## config.mk

```make
export PLATFORM = sky130hd
export DESIGN_NAME = asr_host
export DESIGN_NICKNAME = d
export VERILOG_FILES = /design/src/hdl/asr_pkg.sv /design/src/hdl/asr_host.sv
export SDC_FILE = /design/constraint.sdc
export NUM_CORES = 1
export LEC_CHECK = 0
export BUFFER_PORTS_ARGS = -buffer_cell sky130_fd_sc_hd__buf_2
export CORE_UTILIZATION = 50
export CTS_CLUSTER_DIAMETER = 50
export DETAILED_ROUTE_END_ITERATION = 12
export PLACE_DENSITY = 0.83
export SYNTH_ARGS = -nofsm -noshare
export SYNTH_HDL_FRONTEND = slang
export SYNTH_SLANG_ARGS = --single-unit
```

## constraint.sdc

```tcl
create_clock -name clk_sys_in -period 2.2 [get_ports clk_sys_in]
set_input_delay 0.44 -clock clk_sys_in [delete_from_list [all_inputs] [get_ports clk_sys_in]]
set_output_delay 0.44 -clock clk_sys_in [all_outputs]
set_load 0.02 [all_outputs]
```

## src/hdl/asr_pkg.sv

```systemverilog
/*
  Constants for the host controller of a 4K x 4 asynchronous static memory
  with separate data input and output pins.
  Assumes a 10 MHz system clock; all device times are in nanoseconds.
*/
package asr_pkg;
  localparam int ADDR_WIDTH = 12;
  localparam int DATA_WIDTH = 4;
  localparam int WORD_COUNT = 4096;
  localparam int CLK_PERIOD_NS = 100;
  // Device timing for the 10 ns grade
  localparam int READ_CYCLE_TIME_NS = 10;
  localparam int ADDRESS_ACCESS_TIME_NS = 10;
  localparam int SELECT_ACCESS_TIME_NS = 9;
  localparam int OUTPUT_HOLD_TIME_NS = 3;
  localparam int DESELECT_TO_FLOAT_TIME_NS = 5;
  localparam int ADDRESS_TO_WRITE_END_TIME_NS = 9;
  localparam int SELECT_TO_WRITE_END_TIME_NS = 9;
  localparam int STROBE_TO_OUTPUT_VALID_TIME_NS = 12;
  localparam int STROBE_TO_FLOAT_TIME_NS = 5;
  localparam int INPUT_TO_OUTPUT_VALID_TIME_NS = 12;
  localparam int STROBE_RELEASE_TO_DRIVE_TIME_NS = 2;
  localparam int RETENTION_RECOVERY_TIME_NS = READ_CYCLE_TIME_NS;
  // Least times round up, at least one cycle
  function automatic int min_cycles(input int ns);
    int c;
    c = (ns + CLK_PERIOD_NS - 1) / CLK_PERIOD_NS;
    return (c < 1) ? 1 : c;
  endfunction : min_cycles
  // Read sample waits for the slower of select and address access
  localparam int READ_WAIT_CYCLES =
    min_cycles((SELECT_ACCESS_TIME_NS > ADDRESS_ACCESS_TIME_NS) ?
               SELECT_ACCESS_TIME_NS : ADDRESS_ACCESS_TIME_NS);
  localparam int WRITE_LOW_CYCLES =
    min_cycles((SELECT_TO_WRITE_END_TIME_NS > ADDRESS_TO_WRITE_END_TIME_NS)
               ? SELECT_TO_WRITE_END_TIME_NS : ADDRESS_TO_WRITE_END_TIME_NS);
  localparam int DESELECT_CYCLES = min_cycles(DESELECT_TO_FLOAT_TIME_NS);
  localparam int RECOVERY_CYCLES = min_cycles(RETENTION_RECOVERY_TIME_NS);
  localparam int CNT_WIDTH = 4;
  localparam logic [CNT_WIDTH-1:0] CNT_ZERO = 4'h0;
  localparam logic [CNT_WIDTH-1:0] CNT_ONE = 4'h1;

  typedef enum logic [2:0] {
    ASR_RECOVER, ASR_IDLE, ASR_READ, ASR_WRITE_SETUP, ASR_WRITE,
    ASR_GAP
  } asr_state_type;
endpackage : asr_pkg

```

## src/hdl/asr_host.sv

```systemverilog
/*
  Host-side controller for a 4K x 4 asynchronous static memory with
  separate data input and output pins. Turns single-cycle read and write
  requests into select / write-strobe sequences on the memory pins.
  Assumes the memory data output returns asynchronously and is sampled
  through two flip-flops; one clock at 10 MHz, async active-low reset.
  Assumes the requester and the retention-exit signal share this clock.
  A request is taken only while ready is shown; others are dropped with
  no indication, and a retention exit wins over a request in the same
  cycle. Select is released between accesses, so every read pays the
  full select access time plus the synchroniser delay. The write strobe
  stays low for one clock, well beyond the least pulse width.
  Outputs are registers with no logic between flop and pin.
*/
// How it works
// - Writes happen only while select and strobe are both low.
// - Select low with strobe high makes the memory drive stored data.
// - Write lasts for the overlap of select low and strobe low.
// - Address is valid no later than select falling on a read.
// - Address held valid 9 ns before write end; zero setup, hold.
// - Select held low at least 9 ns before write end.
// - After data retention, wait one read cycle before accessing.
`timescale 1ns/1ps
module asr_host (
  input  wire logic                            clk_sys_in,
  input  wire logic                            rst_n_in,
  input  wire logic                            req_valid_in,
  input  wire logic                            req_write_in,
  input  wire logic [asr_pkg::ADDR_WIDTH-1:0]  req_addr_in,
  input  wire logic [asr_pkg::DATA_WIDTH-1:0]  req_wdata_in,
  input  wire logic                            retention_exit_in,
  input  wire logic [asr_pkg::DATA_WIDTH-1:0]  mem_dout_in,
  output logic                                 req_ready_out,
  output logic                                 rsp_valid_out,
  output logic [asr_pkg::DATA_WIDTH-1:0]       rsp_rdata_out,
  output logic                                 mem_select_n_out,
  output logic                                 mem_strobe_n_out,
  output logic [asr_pkg::ADDR_WIDTH-1:0]       mem_addr_out,
  output logic [asr_pkg::DATA_WIDTH-1:0]       mem_din_out
);
  import asr_pkg::*;

  asr_state_type              state_r, state_nxt;
  logic [CNT_WIDTH-1:0]       cnt_r, cnt_nxt;
  logic                       ready_r, ready_nxt;
  logic                       rvalid_r, rvalid_nxt;
  logic [DATA_WIDTH-1:0]      rdata_r, rdata_nxt;
  logic                       sel_n_r, sel_n_nxt;
  logic                       stb_n_r, stb_n_nxt;
  // 12-bit word address, separate 4-bit data
  logic [ADDR_WIDTH-1:0]      addr_r, addr_nxt;
  logic [DATA_WIDTH-1:0]      din_r, din_nxt;
  logic [DATA_WIDTH-1:0]      dout_meta_r, dout_sync_r;
  logic [DATA_WIDTH-1:0]      dout_meta_nxt, dout_sync_nxt;
  logic                       take;

  // True once the shared wait counter has run out
  function automatic logic count_done(input logic [CNT_WIDTH-1:0] cnt);
    return cnt == CNT_ZERO;
  endfunction : count_done

  // Memory output is asynchronous to this clock
  always_comb begin
    dout_meta_nxt = mem_dout_in;
    dout_sync_nxt = dout_meta_r;
  end

  // Synchroniser registers
  always_ff @(posedge clk_sys_in or negedge rst_n_in) begin
    if (!rst_n_in) begin
      dout_meta_r <= '0;
      dout_sync_r <= '0;
    end else begin
      dout_meta_r <= dout_meta_nxt;
      dout_sync_r <= dout_sync_nxt;
    end
  end

  // recovery wins over a request in the same cycle
  always_comb begin
    take = ready_r && req_valid_in && !retention_exit_in;
  end

  // Access sequencer: next pin and handshake values
  always_comb begin
    state_nxt  = state_r;
    cnt_nxt    = cnt_r;
    ready_nxt  = 1'b0;
    rvalid_nxt = 1'b0;
    rdata_nxt  = rdata_r;
    sel_n_nxt  = sel_n_r;
    stb_n_nxt  = stb_n_r;
    addr_nxt   = addr_r;
    din_nxt    = din_r;
    if (!count_done(cnt_r)) begin
      cnt_nxt = cnt_r - CNT_ONE;
    end
    case (state_r)
      ASR_RECOVER: begin
        sel_n_nxt = 1'b1;
        stb_n_nxt = 1'b1;
        if (count_done(cnt_r)) begin
          state_nxt = ASR_IDLE;
          ready_nxt = 1'b1;
        end
      end
      ASR_IDLE: begin
        // Ready shown whenever the sequencer idles
        ready_nxt = 1'b1;
        if (retention_exit_in) begin
          state_nxt = ASR_RECOVER;
          cnt_nxt   = CNT_WIDTH'(RECOVERY_CYCLES - 1);
          ready_nxt = 1'b0;
        end else if (take) begin
          ready_nxt = 1'b0;
          addr_nxt  = req_addr_in;
          din_nxt   = req_wdata_in;
          if (req_write_in) begin
            state_nxt = ASR_WRITE_SETUP;
            sel_n_nxt = 1'b0;
          end else begin
            state_nxt = ASR_READ;
            sel_n_nxt = 1'b0;
            stb_n_nxt = 1'b1;
            cnt_nxt   = CNT_WIDTH'(READ_WAIT_CYCLES + 1);
          end
        end
      end
      ASR_READ: begin
        if (count_done(cnt_r)) begin
          rvalid_nxt = 1'b1;
          rdata_nxt  = dout_sync_r;
          sel_n_nxt  = 1'b1;
          state_nxt  = ASR_GAP;
          cnt_nxt    = CNT_WIDTH'(DESELECT_CYCLES - 1);
        end
      end
      ASR_WRITE_SETUP: begin
        stb_n_nxt = 1'b0;
        state_nxt = ASR_WRITE;
        cnt_nxt   = CNT_WIDTH'(WRITE_LOW_CYCLES - 1);
      end
      ASR_WRITE: begin
        if (count_done(cnt_r)) begin
          // both rise together to end the write
          stb_n_nxt = 1'b1;
          sel_n_nxt = 1'b1;
          state_nxt = ASR_GAP;
          cnt_nxt   = CNT_WIDTH'(DESELECT_CYCLES - 1);
        end
      end
      ASR_GAP: begin
        // let outputs float before next access
        if (count_done(cnt_r)) begin
          state_nxt = ASR_IDLE;
          ready_nxt = 1'b1;
        end
      end
      // Unused codes fall back to standby
      default: begin
        state_nxt = ASR_IDLE;
        sel_n_nxt = 1'b1;
        stb_n_nxt = 1'b1;
      end
    endcase
  end

  // Sequencer registers
  always_ff @(posedge clk_sys_in or negedge rst_n_in) begin
    if (!rst_n_in) begin
      state_r  <= ASR_RECOVER;
      cnt_r    <= '0;
      ready_r  <= 1'b0;
      rvalid_r <= 1'b0;
      rdata_r  <= '0;
      sel_n_r  <= 1'b1;
      stb_n_r  <= 1'b1;
      addr_r   <= '0;
      din_r    <= '0;
    end else begin
      state_r  <= state_nxt;
      cnt_r    <= cnt_nxt;
      ready_r  <= ready_nxt;
      rvalid_r <= rvalid_nxt;
      rdata_r  <= rdata_nxt;
      sel_n_r  <= sel_n_nxt;
      stb_n_r  <= stb_n_nxt;
      addr_r   <= addr_nxt;
      din_r    <= din_nxt;
    end
  end

  // Every output comes straight from a register
  assign req_ready_out    = ready_r;
  assign rsp_valid_out    = rvalid_r;
  assign rsp_rdata_out    = rdata_r;
  assign mem_select_n_out = sel_n_r;
  assign mem_strobe_n_out = stb_n_r;
  assign mem_addr_out     = addr_r;
  assign mem_din_out      = din_r;
endmodule : asr_host

```

* Word level (Yosys, flattened, before mapping)
Cells that the tools add are included.
** Operators by class
- Add/sub/neg operators :: 1
- Equal/unequal tests :: 12
- Muxes and demuxes :: 25
- Bitwise operators :: 3
- Reduce and logical (&&, ||, !) cells :: 14
** Operators with widths (count)
- 4-bit two-way mux :: 5
- 3-bit two-way mux :: 4
- 3-bit case mux with 4 select lines :: 1
- 4-bit case mux with 3 select lines :: 1
- 1-bit two-way mux :: 11
- 2-bit inequality test (second input constant) :: 4
- 2-bit OR reduction :: 4
- 3-bit by 2-bit equality test with 1-bit output (second input constant) :: 2
- 3-bit equality test (second input constant) :: 2
- 3-bit AND reduction :: 2
- 5-bit AND reduction :: 1
- 4-bit zero test :: 1
- 2-bit by 1-bit inequality test with 1-bit output (second input constant) :: 2
- 1-bit case mux with 4 select lines :: 1
- 4-bit AND reduction :: 1
- 4-bit by 1-bit subtractor with 4-bit output (second input constant) :: 1
- 3-bit by 1-bit equality test with 1-bit output (second input constant) :: 1
- 3-bit zero test :: 1
- 3-bit inequality test (second input constant) :: 1
- 1-bit NOT :: 3
- 1-bit case mux with 3 select lines :: 1
- 1-bit logical AND :: 2
- 1-bit case mux with 2 select lines :: 1
- 2-bit AND reduction :: 1
- 1-bit zero test :: 1
** Word-level totals
- Register bits after elaboration :: 39
- Input port bits :: 25
- Output and inout bits :: 24
- Logic and storage cells :: 66

* Logic depth before layout (Yosys ltp)
- Depth after elaboration :: 6
- Depth in mapped cells :: 8
- Gate-level depth less buffers :: 8

* Worst setup path after synthesis
OpenSTA, ideal clock, no wires.
- Kind :: flip-flop to flip-flop
- Start point :: register cnt_r[0]
- End point :: register cnt_r[0]
- Setup time :: 0.139 ns
- Arrival time :: 1.731 ns
- Setup slack :: 0.330 ns
- Cell stages (with the launch flop) :: 9
- Cells stage by stage :: dfrtp_1 -> inv_1 -> ha_1 -> nor3b_2 -> inv_1 -> ha_1 -> nand2b_1 -> a32oi_1 -> o221ai_1
** On the way
- Longest elaborated chain between the ends :: 6
** RTL lines
- start: declaration :: line asr_host.sv:44 : logic [CNT_WIDTH-1:0] cnt_r, cnt_nxt;
- start signal: assignment :: line asr_host.sv:182 : cnt_r <= cnt_nxt;
- 4-bit by 1-bit subtractor with 4-bit output or 4-bit zero test (tied branches) :: line asr_host.sv:96, asr_host.sv:59
- 4-bit two-way mux :: line asr_host.sv:95 : if (!count_done(cnt_r)) begin
- 4-bit two-way mux :: line asr_host.sv:118 : if (req_write_in) begin
- 4-bit two-way mux :: line asr_host.sv:114 : end else if (take) begin
- 4-bit two-way mux :: line asr_host.sv:110 : if (retention_exit_in) begin
- 4-bit case mux with 3 select lines (*) :: line asr_host.sv:98 : case (state_r)
- via cnt_nxt[0] :: line asr_host.sv:44
The timed path passes the listed nets; every way through them passes the cells marked *.
A chain may end at the register's enable or synchronous reset.

* Worst setup path after layout
Ends and elaborated chain as after synthesis.

==> flow_summary.yaml <==
die:
  fp-row-count: 20
  design.core.area_mm2: 0.00308
  io_pins: 49
  start_util: 0.530
  die_y_um: 59.1
  die_x_um: 59.1
  die-area_mm2: 0.00350
logic_synthesis:
  yosysTopAreaCellShare: 0.567
  synth.area.top_cells: "dfrtp_1, mux2_2, dfstp_2"
  synth_top_cell_by_area: "dfrtp_1"
  synthCells: 124
  syn_nets: 151
  synth_warnings: 0
  synth-seq-cells: 39
  ys.flop_type: "dfrtp_1"
  avgSynthCellArea_um2: 13.2
  ys_types: 35
  postSynth.asyncResetShare: 1.00
  ys_seq_area_frac: 0.600
  synth_edf_count: 0
  netlist_area_mm2: 0.00163
critical_path:
  slowest_delay_ns: 0.39
  cp-end-kind: "flop"
  worstPathArrival_ns: 2.04
  crit_slowest_cell: "dfrtp_1"
  cp.required_ns: 2.42
  path_max_fanout: 4
  cp-start-kind: "flop"
  crit_chain: "inv_1, ha_1, nor3b_2, inv_1, ha_1, nand2b_1, a32oi_1, o221ai_1"
  crit_type: "flop to flop"
sta:
  max_freq_mhz: 551
  tns_ns: 0
  fin_crit_ns: 1.81
  relSlewSlack: 0.442
  fin_crit_sh: 0.824
  finClkSkew_ns: 0.00429
  hold_viol_final: 0
  setup-violations-final: 0
  worst_pin_slew_ns: 0.837
  final_max_slew_viol_count: 0
  holdWs_ns: 0.187
  fin_ws_ns: 0.387
  rsz0062_at_grt: "false"
worst_hold_path:
  hp-class: "input port to asynchronous set/reset pin"
placement:
  gp_congestion: 0.769
  io_buffers: 48
  hpwl_mm: 2.25
  place_inst: 213
  placed_cell_area_mm2: 0.00191
  pre_cts_ws_ns: 0.404
cts:
  cts_made_buffers: 5
  cts_resized: 0
  numClockSinks: 39
  clockBufferDepth: 2
  path_clk_slew_ns: 0.11
  cts_tree: "done"
  postCtsSetupRepairBufs: 0
  hold_buffers: 0
  clock_latency_ns: 0.34
  cts_root_buf: "clkbuf_4"
  htreeDepth: 2
routing:
  wire_per_inst_um: 13.9
  detail_route.first_pass.iterations: 4
  viasPerCell: 5.19
  dr.first_iter.drc_count: 44
  routed_wl_mm: 3.06
  drtAntennaViolNets: 0
  remaining_drc_errors: 0
  vias: 1148
power_and_ir_drop:
  totalPowerFinal_mw: 2.70
  leakage_nw: 0.951
  peakVddDrop_v: 0.000827
  power_density_mw_per_mm2: 1380
grt:
  grt_pass1_vias: 1116
  grt_usage: 0.209
  grt_max_degree: 40
  antenna_found_initial: 0
  grt_pass1_wl_mm: 5.18
  grt_overflow_total: 0
final_layout:
  syn2layout_area_growth_pct: 20.4
  final_util: 0.638
  layout_commonest_cell: "buf_2"
  final_cell_mix: "buf_2, dfrtp_1, mux2_2"
  fin_area_mm2: 0.00196
  num-nets-final: 203
  antenna-diode-count: 0
  drive_gt1_frac: 0.463
  final_cell_count_no_fill: 221
outcome:
  status: "finished, final reports clean"
run:
  maxCapViolations: 0
## cell usage after synthesis (2+ instances only)
cell type   n
dfrtp_1    37
mux2_2     20
nor2_1      8
a21oi_1     7
nand2b_1    6
inv_1       5
o21ai_0     4
nand2_1     3
nor2b_1     3
a32oi_1     2
clkbuf_1    2
dfstp_2     2
ha_1        2
nand3b_1    2
## per-layer routing
metal,part of all wire,up-vias,track usage
li1,-,542,-
met1,0.43,555,0.256
met2,0.49,47,0.336
met3,0.066,4,0.0852
met4,0.012,0,0.0714
met5,0,-,0
## where the power goes
part	internal, mW	switching, mW	leakage (nW)
combinational	0.525	0.636	0.443
sequential	0.974	0.220	0.480
clock	0.123	0.227	0.0282
total	1.62	1.08	0.951
## path summary, 6_finish.rpt
| kind | from | to | slack (ns) | cells past startpoint |
|---|---|---|---|---|
| min in group clk_sys_in | mem_dout_in[2] | dout_meta_r[2] | 0.19 | 1 |
| setup reg to reg | cnt_r[0] | cnt_r[0] | 0.39 | 8 |
| hold / removal | rst_n_in | dout_sync_r[3] | 0.19 | 1 |
| hold reg to reg | dout_meta_r[1] | dout_sync_r[1] | 0.37 | 0 |
| setup / recovery | cnt_r[0] | cnt_r[0] | 0.39 | 8 |
| max in group asynchronous | rst_n_in | mem_addr_out[0] | 1.50 | 1 |
## area by class of cell
class                   count  area (µm²)
repair buffers             49         248
multi-input cells          76         611
flip-flops and latches     39         978
fillers                   242        1110
clock buffers               6        41.3
clock inverters             2        12.5
well taps                  44        55.1
inverters                   5        18.8
## critical path: cells and delay by family, from the launching register on
family | cells | cell delay, ns
adder cells (fa/ha/maj) | 2 | 0.51
AO/OA/AOI/OAI | 2 | 0.32
buffers and inverters | 2 | 0.18
flip-flops | 1 | 0.39
AND/OR/NAND/NOR | 2 | 0.29
## registers in the layout (all words and copies together), names as in the netlist, 3 cells and up
| register | flops |
|---|---|
| dout_meta_r | 4 |
| mem_din_out | 4 |
| mem_addr_out | 12 |
| dout_sync_r | 4 |
| cnt_r | 4 |
| state_r | 3 |
| rsp_rdata_out | 4 |
## cell families after synthesis
kind of cell,after synthesis,synth area share
AND/OR/NAND/NOR,32,0.129
flip-flops,39,0.600
AO/OA/AOI/OAI,21,0.0859
adder cells (fa/ha/maj),2,0.0153
buffers and inverters,9,0.0261
multiplexers,21,0.144
Power figures use the tool's default switching activity.
